`src/pupd_pkg.sv`:
```
package pupd_pkg;
	localparam int          LIST_MAX     = 64;
	localparam int          IDX_W        = 6;
	localparam int          CNT_W        = 7;
	localparam int          ADDR_W       = 8;
	localparam int          DATA_W       = 32;
	localparam int          NREG         = 256;
	localparam logic [31:0] REG_RESET    = 32'h0000_0000;
	localparam logic [6:0]  LIST_EMPTY   = 7'h00;
	localparam logic [1:0]  DELAY_QUICK  = 2'h1;

	typedef struct packed {
		logic [ADDR_W-1:0] addr;
		logic [DATA_W-1:0] data;
	} pupd_entry_t;

	typedef enum logic [2:0] {
		PUPD_IDLE  = 3'b000,
		PUPD_LOAD  = 3'b001,
		PUPD_APPLY = 3'b010,
		PUPD_COPY  = 3'b011
	} pupd_state_t;
endpackage

```
`src/pupd_list_mem.sv`:
```
`timescale 1ns/1ps
module pupd_list_mem
	import pupd_pkg::*;
(
	// clock
	input  wire logic                    clk,
	// write side
	input  wire logic                    we,
	input  wire logic [IDX_W-1:0]        waddr,
	input  wire pupd_pkg::pupd_entry_t   wdata,
	// read side, registered data
	input  wire logic [IDX_W-1:0]        raddr,
	output pupd_pkg::pupd_entry_t        rdata
);
	pupd_entry_t mem [LIST_MAX];

	// no reset on the array, contents are only read after being written
	always_ff @(posedge clk) begin
		if (we) begin
			mem[waddr] <= wdata;
		end
		rdata <= mem[raddr];
	end
endmodule

```
`src/pupd_core.sv`:
```
`timescale 1ns/1ps
module pupd_core
	import pupd_pkg::*;
(
	// clock and reset
	input  wire logic                  MCLK,
	input  wire logic                  RST,
	// mode select
	input  wire logic                  QUICK_CHANGE_MODE,
	// single parameter write
	input  wire logic                  SINGLE_VALID,
	input  wire pupd_pkg::pupd_entry_t SINGLE_ENTRY,
	// block list write
	input  wire logic                  LIST_VALID,
	input  wire logic                  LIST_LAST,
	input  wire pupd_pkg::pupd_entry_t LIST_ENTRY,
	output logic                       LIST_READY,
	// frame timing from capture logic
	input  wire logic                  FRAME_START,
	input  wire logic                  EXPOSING,
	input  wire logic                  TRANSFERRING,
	// register port toward capture logic
	output logic                       ACT_WE,
	output pupd_pkg::pupd_entry_t      ACT_ENTRY,
	output logic                       ACT_COMMIT,
	output logic                       EXPOSE_HOLD,
	output logic                       EXPOSE_ABORT,
	output logic                       DROP_IMAGE,
	output logic                       LIST_OVERFLOW
);
	pupd_state_t       state_q, state_d;
	logic [CNT_W-1:0]  wcnt_q, wcnt_d;
	logic [IDX_W-1:0]  ridx_q, ridx_d;
	logic              single_pend_q, single_pend_d;
	pupd_entry_t       single_q, single_d;
	logic              we_q, we_d;
	pupd_entry_t       act_q, act_d;
	logic              commit_q, commit_d;
	logic              abort_q, abort_d;
	logic              drop_q, drop_d;
	logic              ovf_q, ovf_d;
	logic              mem_we;
	logic [IDX_W-1:0]  mem_raddr;
	pupd_entry_t       mem_rdata;
	logic              apply_ok;

	// staging store: list is gathered here, capture side keeps old set meanwhile
	pupd_list_mem u_mem (
		.clk   (MCLK),
		.we    (mem_we),
		.waddr (wcnt_q[IDX_W-1:0]),
		.wdata (LIST_ENTRY),
		.raddr (mem_raddr),
		.rdata (mem_rdata)
	);

	assign LIST_READY = (state_q == PUPD_IDLE) || (state_q == PUPD_LOAD);
	assign mem_we     = LIST_VALID && LIST_READY && (wcnt_q < CNT_W'(LIST_MAX));
	assign mem_raddr  = ridx_d;
	// standard waits for a frame boundary; quick needs no boundary, only the transfer gate below
	assign apply_ok   = QUICK_CHANGE_MODE || FRAME_START;

	always_comb begin
		state_d       = state_q;
		wcnt_d        = wcnt_q;
		ridx_d        = ridx_q;
		single_pend_d = single_pend_q;
		single_d      = single_q;
		we_d          = 1'b0;
		act_d         = act_q;
		commit_d      = 1'b0;
		abort_d       = 1'b0;
		drop_d        = 1'b0;
		ovf_d         = ovf_q;
		// latest single write overwrites a pending one, no queue
		if (SINGLE_VALID) begin
			single_pend_d = 1'b1;
			single_d      = SINGLE_ENTRY;
		end
		unique case (state_q)
			PUPD_IDLE, PUPD_LOAD: begin
				if (LIST_VALID) begin
					state_d = PUPD_LOAD;
					if (wcnt_q < CNT_W'(LIST_MAX)) begin
						wcnt_d = wcnt_q + CNT_W'(1);
					end else begin
						ovf_d = 1'b1;
					end
					if (LIST_LAST) begin
						state_d = PUPD_APPLY;
					end
				end else if (state_q == PUPD_IDLE && single_pend_q && !SINGLE_VALID
					&& apply_ok && !(QUICK_CHANGE_MODE && TRANSFERRING)) begin
					we_d          = 1'b1;
					act_d         = single_q;
					commit_d      = 1'b1;
					single_pend_d = 1'b0;
					// quick: exposure restarted, half-exposed image dropped
					abort_d = QUICK_CHANGE_MODE && EXPOSING;
					drop_d  = QUICK_CHANGE_MODE && EXPOSING;
				end
			end
			PUPD_APPLY: begin
				// standard waits for a boundary; quick mode waits only for the transfer to end
				if (apply_ok && !(QUICK_CHANGE_MODE && TRANSFERRING)) begin
					state_d = PUPD_COPY;
					ridx_d  = '0;
					abort_d = QUICK_CHANGE_MODE && EXPOSING;
					drop_d  = QUICK_CHANGE_MODE && EXPOSING;
				end
			end
			PUPD_COPY: begin
				// in order, so a later same-address entry wins
				we_d  = 1'b1;
				act_d = mem_rdata;
				if ({1'b0, ridx_q} + CNT_W'(1) >= wcnt_q) begin
					commit_d = 1'b1;
					wcnt_d   = LIST_EMPTY;
					state_d  = PUPD_IDLE;
				end else begin
					ridx_d = ridx_q + IDX_W'(1);
				end
			end
			default: state_d = PUPD_IDLE;
		endcase
		if (state_q == PUPD_IDLE && wcnt_q == LIST_EMPTY && LIST_VALID) begin
			ovf_d = 1'b0;
		end
	end

	always_ff @(posedge MCLK or posedge RST) begin
		if (RST) begin
			state_q       <= PUPD_IDLE;
			wcnt_q        <= LIST_EMPTY;
			ridx_q        <= '0;
			single_pend_q <= 1'b0;
			single_q      <= '0;
			we_q          <= 1'b0;
			act_q         <= '0;
			commit_q      <= 1'b0;
			abort_q       <= 1'b0;
			drop_q        <= 1'b0;
			ovf_q         <= 1'b0;
		end else begin
			state_q       <= state_d;
			wcnt_q        <= wcnt_d;
			ridx_q        <= ridx_d;
			single_pend_q <= single_pend_d;
			single_q      <= single_d;
			we_q          <= we_d;
			act_q         <= act_d;
			commit_q      <= commit_d;
			abort_q       <= abort_d;
			drop_q        <= drop_d;
			ovf_q         <= ovf_d;
		end
	end

	assign ACT_WE        = we_q;
	assign ACT_ENTRY     = act_q;
	assign ACT_COMMIT    = commit_q;
	assign EXPOSE_ABORT  = abort_q;
	assign DROP_IMAGE    = drop_q;
	assign LIST_OVERFLOW = ovf_q;
	// quick mode blocks new exposure until the list is in
	assign EXPOSE_HOLD   = QUICK_CHANGE_MODE && (state_q != PUPD_IDLE);

	a_list_bound: assert property (@(posedge MCLK) disable iff (RST)
		wcnt_q <= CNT_W'(LIST_MAX)) else $error("list count above limit");
	a_std_boundary: assert property (@(posedge MCLK) disable iff (RST)
		(state_q == PUPD_APPLY && !QUICK_CHANGE_MODE && !FRAME_START)
		|=> state_q == PUPD_APPLY) else $error("standard list left wait early");
	a_commit_once: assert property (@(posedge MCLK) disable iff (RST)
		(state_q == PUPD_COPY && state_d == PUPD_IDLE) |=> ACT_COMMIT && ACT_WE)
		else $error("list commit missing");
	a_no_commit_mid: assert property (@(posedge MCLK) disable iff (RST)
		(state_q == PUPD_COPY && state_d == PUPD_COPY) |=> !ACT_COMMIT)
		else $error("commit inside list");
	a_quick_hold: assert property (@(posedge MCLK) disable iff (RST)
		(QUICK_CHANGE_MODE && state_q == PUPD_APPLY) |-> EXPOSE_HOLD)
		else $error("exposure not held");
	a_no_abort_std: assert property (@(posedge MCLK) disable iff (RST)
		!$past(QUICK_CHANGE_MODE) |-> !EXPOSE_ABORT) else $error("abort in standard");
	a_quick_single: assert property (@(posedge MCLK) disable iff (RST)
		(QUICK_CHANGE_MODE && state_q == PUPD_IDLE && single_pend_q && !SINGLE_VALID
		&& !LIST_VALID && !TRANSFERRING) |=> ACT_COMMIT) else $error("quick late");
	a_transfer_safe: assert property (@(posedge MCLK) disable iff (RST)
		(QUICK_CHANGE_MODE && TRANSFERRING && state_q != PUPD_COPY) |=> !ACT_WE)
		else $error("update during transfer");
	a_drop_pairs: assert property (@(posedge MCLK) disable iff (RST)
		DROP_IMAGE |-> EXPOSE_ABORT) else $error("drop without abort");
	a_std_single_gate: assert property (@(posedge MCLK) disable iff (RST)
		(!QUICK_CHANGE_MODE && !FRAME_START && state_q == PUPD_IDLE) |=> !ACT_WE)
		else $error("standard update off boundary");
	a_no_drop_std: assert property (@(posedge MCLK) disable iff (RST)
		!$past(QUICK_CHANGE_MODE) |-> !DROP_IMAGE)
		else $error("drop in standard");
	// capture keeps the old set while the list waits for its slot
	a_old_set_kept: assert property (@(posedge MCLK) disable iff (RST)
		(state_q == PUPD_APPLY) |=> !ACT_WE)
		else $error("entry written before copy");
	a_commit_idle: assert property (@(posedge MCLK) disable iff (RST)
		ACT_COMMIT |-> state_q == PUPD_IDLE)
		else $error("commit before list done");
endmodule

```
`config.mk`:
```
export PLATFORM = sky130hd
export DESIGN_NAME = pupd_core
export DESIGN_NICKNAME = d
export VERILOG_FILES = /design/src/pupd_pkg.sv /design/src/pupd_list_mem.sv /design/src/pupd_core.sv
export SDC_FILE = /design/constraint.sdc
export NUM_CORES = 2
export LEC_CHECK = 0
export BUFFER_PORTS_ARGS = -buffer_cell sky130_fd_sc_hd__buf_4
export CORE_MARGIN = 4
export CORE_UTILIZATION = 45
export DETAILED_ROUTE_END_ITERATION = 10
export PLACE_DENSITY_LB_ADDON = 0.2
export REMOVE_ABC_BUFFERS = 1
export SLEW_MARGIN = 25
export SYNTH_ARGS = -nofsm -noshare
export SYNTH_HDL_FRONTEND = slang
export SYNTH_HIERARCHICAL = 1
export SYNTH_SLANG_ARGS = --single-unit
```
`constraint.sdc`:
```
create_clock -name MCLK -period 4.6 [get_ports MCLK]
set_input_delay 0 -clock MCLK [delete_from_list [all_inputs] [get_ports MCLK]]
set_output_delay 0 -clock MCLK [all_outputs]
set_load 0.02 [all_outputs]
```
==> impl_metrics.py <==
metrics = {
    "timing": {
        "tightestPinTransition_ps": 1050,
        "fin_skew_ps": 57.3,
        "finalSetupViolCount": 0,
        "final.min_clock_period_ps": 4490,
        "finalCritPeriodShare": 0.975,
        "holdWs_ps": 85.3,
        "slew_viol_final": 0,
        "max_freq_mhz": 223,
        "slew_headroom": 0.297,
        "hold_viol": 0,
        "rsz0062_at_grt": "false",
    },
    "floorplanning": {
        "row_count": 174,
        "num_io_pins": 136,
        "die_h_um": 485,
        "die_area_um2": 235000,
        "core_area_um2": 226000,
        "die_w_um": 485,
        "floorplan.initialDensity": 0.454,
    },
    "critical_path": {
        "reg2regPathDepth": 16,
        "critPathSlowestCell": "a2111oi_4",
        "reg2reg_to": "u_mem/rdata[6]",
        "crit_fanout": 12,
        "worst-path-buf-inv": 4,
        "cp_data_required_time_ps": 5340,
        "cp_cell_sequence": "ha_1, nor2b_1, or2_2, ha_1, a211o_1, a2111oi_4, buf_6, o21ai_0, a21bo_4, buf_4, buf_12, nor2b_1, buf_4, a22oi_1, and3_1, a211oi_1",
        "cpPeakStageDelay_ps": 410,
        "rr_startpoint": "ridx_q[1]",
        "path_delay_family": "compound AO/OA/AOI/OAI gates",
        "crit_arrival_ps": 5230,
        "r2r_setup_slack_ps": 110,
        "end_kind": "flip-flop",
        "critical_path_class": "reg -> reg",
        "startpoint_type": "flip-flop",
    },
    "layout": {
        "area_delta_synth_final_pct": 18.4,
        "utilization": 0.537,
        "fill_cells": 17300,
        "nNetsFinal": 5364,
        "drive_gt1_frac": 0.308,
        "finish.instance_area_um2": 121000,
    },
    "power": {
        "power_density_nw_per_um2": 667,
        "p_leak_nw": 38.3,
        "ir_drop_mv": 0.449,
    },
    "route": {
        "drt_iter0_markers": 5318,
        "wl_um": 268000,
        "vias": 50900,
        "antenna_left": 0,
        "dr.pass1.iters": 6,
        "via_per_inst": 6.01,
        "wire_per_inst_um": 31.6,
        "post-route-drc-count": 0,
    },
    "clocking": {
        "cts_sinks": 2700,
        "cts_tree": "yes",
        "cts_htree_levels": 5,
        "clock-root-buffer": "clkbuf_16",
        "clk_latency_ps": 910,
        "cts.clk_slew.worst_paths_ps": 60,
        "clockBufferDepth": 4,
        "cts_buffers": 291,
    },
    "synth": {
        "ys_seq_area_frac": 0.784,
        "synth_common_cells": "2,560 x edfxtp_1, 608 x mux4_2, 155 x mux2i_1",
        "synth_area_um2": 102000,
        "synth_ff_type": "edfxtp_1",
        "synth.avg_cell_area_um2": 22.3,
        "yosys-top-cells-area": "edfxtp_1 75%, mux4_2 13%, dfrtp_1 2.4%, mux2i_1 1.5%, o22ai_1 0.87%",
        "synth_top_area_frac": 0.751,
        "yosys_register_bits": 2700,
        "synth.most_common_cell": "edfxtp_1",
        "synth-edff-count": 2560,
        "synthCells": 4579,
        "yosysTopAreaCell": "edfxtp_1",
        "synth_warnings": 6,
        "netlist-cell-type-count": 52,
        "synthArstFlopShare": 0.0370,
    },
    "min_path": {
        "hp-class": "in -> reg",
        "hold_path_depth": 5,
        "holdPathEnd": "ACT_COMMIT",
        "min-delay-start": "TRANSFERRING",
    },
    "grt": {
        "grt_pass1_wl_um": 384000,
        "grt_max_degree": 65,
        "grt_pass1_vias": 51700,
        "antenna_found_initial": 2,
        "overflow": 0,
        "track_usage": 0.228,
    },
    "outcome": {
        "outcome": "complete, no violations",
    },
    "place": {
        "dpl-instance-area_um2": 111000,
        "gp_congestion": 0.783,
        "port_buffers": 135,
        "hpwl_um": 147000,
    },
    "run": {
        "maxCapViolations": 0,
    },
}
flip-flops by register name, indices dropped and copies added (netlist names):
| signal | count |
|---|---|
| ACT_COMMIT | 1 |
| single_q | 40 |
| ACT_ENTRY | 40 |
| single_pend_q | 1 |
| wcnt_q | 7 |
| state_q | 2 |
| DROP_IMAGE | 1 |
| ACT_WE | 1 |
| u_mem/mem | 2560 |
| u_mem/rdata | 40 |
| LIST_OVERFLOW | 1 |
| ridx_q | 6 |
per-stage QoR:
| stage | power (mW) | instances | setup TNS (ps) | worst slack (ps) |
|---|---|---|---|---|
| floorplan | 39.0 | 4319 | -1707000 | -44400 |
| global placement | 59.4 | 7808 | -557 | -128 |
| detailed placement | 59.5 | 7808 | -446 | -134 |
| CTS | 81.6 | 8461 | 0 | 34.7 |
| global route | 84.3 | 8469 | 0 | 6.47 |
| finish | 80.8 | 8471 | 0 | 113 |
cell type report:
cell class / instances / area, um^2 / share of cell area
clock inverter: 111 / 821 / 0.00678
multi-input combinational: 1610 / 21400 / 0.177
clock buffer: 393 / 8060 / 0.0665
timing repair buffer: 653 / 6890 / 0.0568
antenna: 3 / 7.51 / 0.0000620
tap: 2992 / 3740 / 0.0309
sequential: 2700 / 80200 / 0.662
inverter: 9 / 38.8 / 0.000320
logic make-up (layout without fill, tap and decap cells):
group	after synthesis	count (layout)	synth area share
AND/OR/NAND/NOR	307	307	0.0145
other	0	3	0
multiplexers	842	842	0.158
adder cells (fa/ha/maj)	10	10	0.00122
flip-flops	2700	2700	0.784
buffers and inverters	269	1166	0.0134
XOR/XNOR	3	3	0.000257
AO/OA/AOI/OAI	448	448	0.0292
cell usage in the layout, fill, tap and decap left out, types with 10 or more instances in the layout:
cell           netlist  layout
edfxtp_1          2560    2560
mux4_2             608     608
buf_4               51     376
clkbuf_16            0     300
mux2i_1            155     155
dlygate4sd3_1        0     149
o22ai_1            143     143
buf_12               0     120
dfrtp_1            100     100
mux2_2              78      78
nand2_1             75      72
clkbuf_1            89      72
a21oi_1             76      68
nor2_4               0      62
o21ai_0             57      53
clkinv_1             0      44
nor2_1             107      43
o221ai_1            42      42
clkinv_2             0      40
dfxtp_1             40      40
a221oi_1            34      33
o22a_1              26      26
nor4_1              34      26
clkbuf_8             0      22
a22oi_1             18      18
nor2b_1             20      17
a22o_1              16      16
nand3_1             15      15
o21ai_1             14      14
nand2b_1            14      12
ha_1                10      10
bufinv_16            0      10
power breakdown:
| group | switching [mW] | internal, mW |
|---|---|---|
| clock network | 9.13 | 12.8 |
| registers | 0.435 | 27.7 |
| logic | 14.9 | 15.9 |
| total | 24.4 | 56.4 |
layer usage:
| layer | GRT usage | wire length (um) | up-vias |
|---|---|---|---|
| li1 | - | - | 20800 |
| met1 | 0.327 | 111000 | 27700 |
| met2 | 0.362 | 129000 | 2030 |
| met3 | 0.0422 | 20600 | 410 |
| met4 | 0.0634 | 7490 | 0 |
| met5 | 0 | 0 | - |
repair_timing:
action | in CTS | in global routing
hold buffers | 149 | 0
endpoints found under the hold margin | 2712 | 0
gates resized for setup | 5 | 16
endpoints found under the setup margin | 5 | 15
cloned | 0 | 1
setup buffers | 0 | 6
worst min-delay path, stage by stage:
cell and delay (ps):
buf_4 80, a21oi_1 100, nand4b_1 140, buf_4 510, nand2_1 100
worst max-delay path by stage:
stage                   start              end  slack [ps]  depth (start not counted)
detailed placement  ridx_q[1]  u_mem/rdata[34]        -130                         15
global placement    ridx_q[1]  u_mem/rdata[21]        -130                         15
global route        ridx_q[1]  u_mem/rdata[34]           6                         16
finish              ridx_q[1]   u_mem/rdata[6]         110                         16
floorplan           ridx_q[0]  u_mem/rdata[37]      -44400                         12
CTS                 ridx_q[1]   u_mem/rdata[5]          30                         16
No activity file was read; power rests on OpenSTA's default activity.
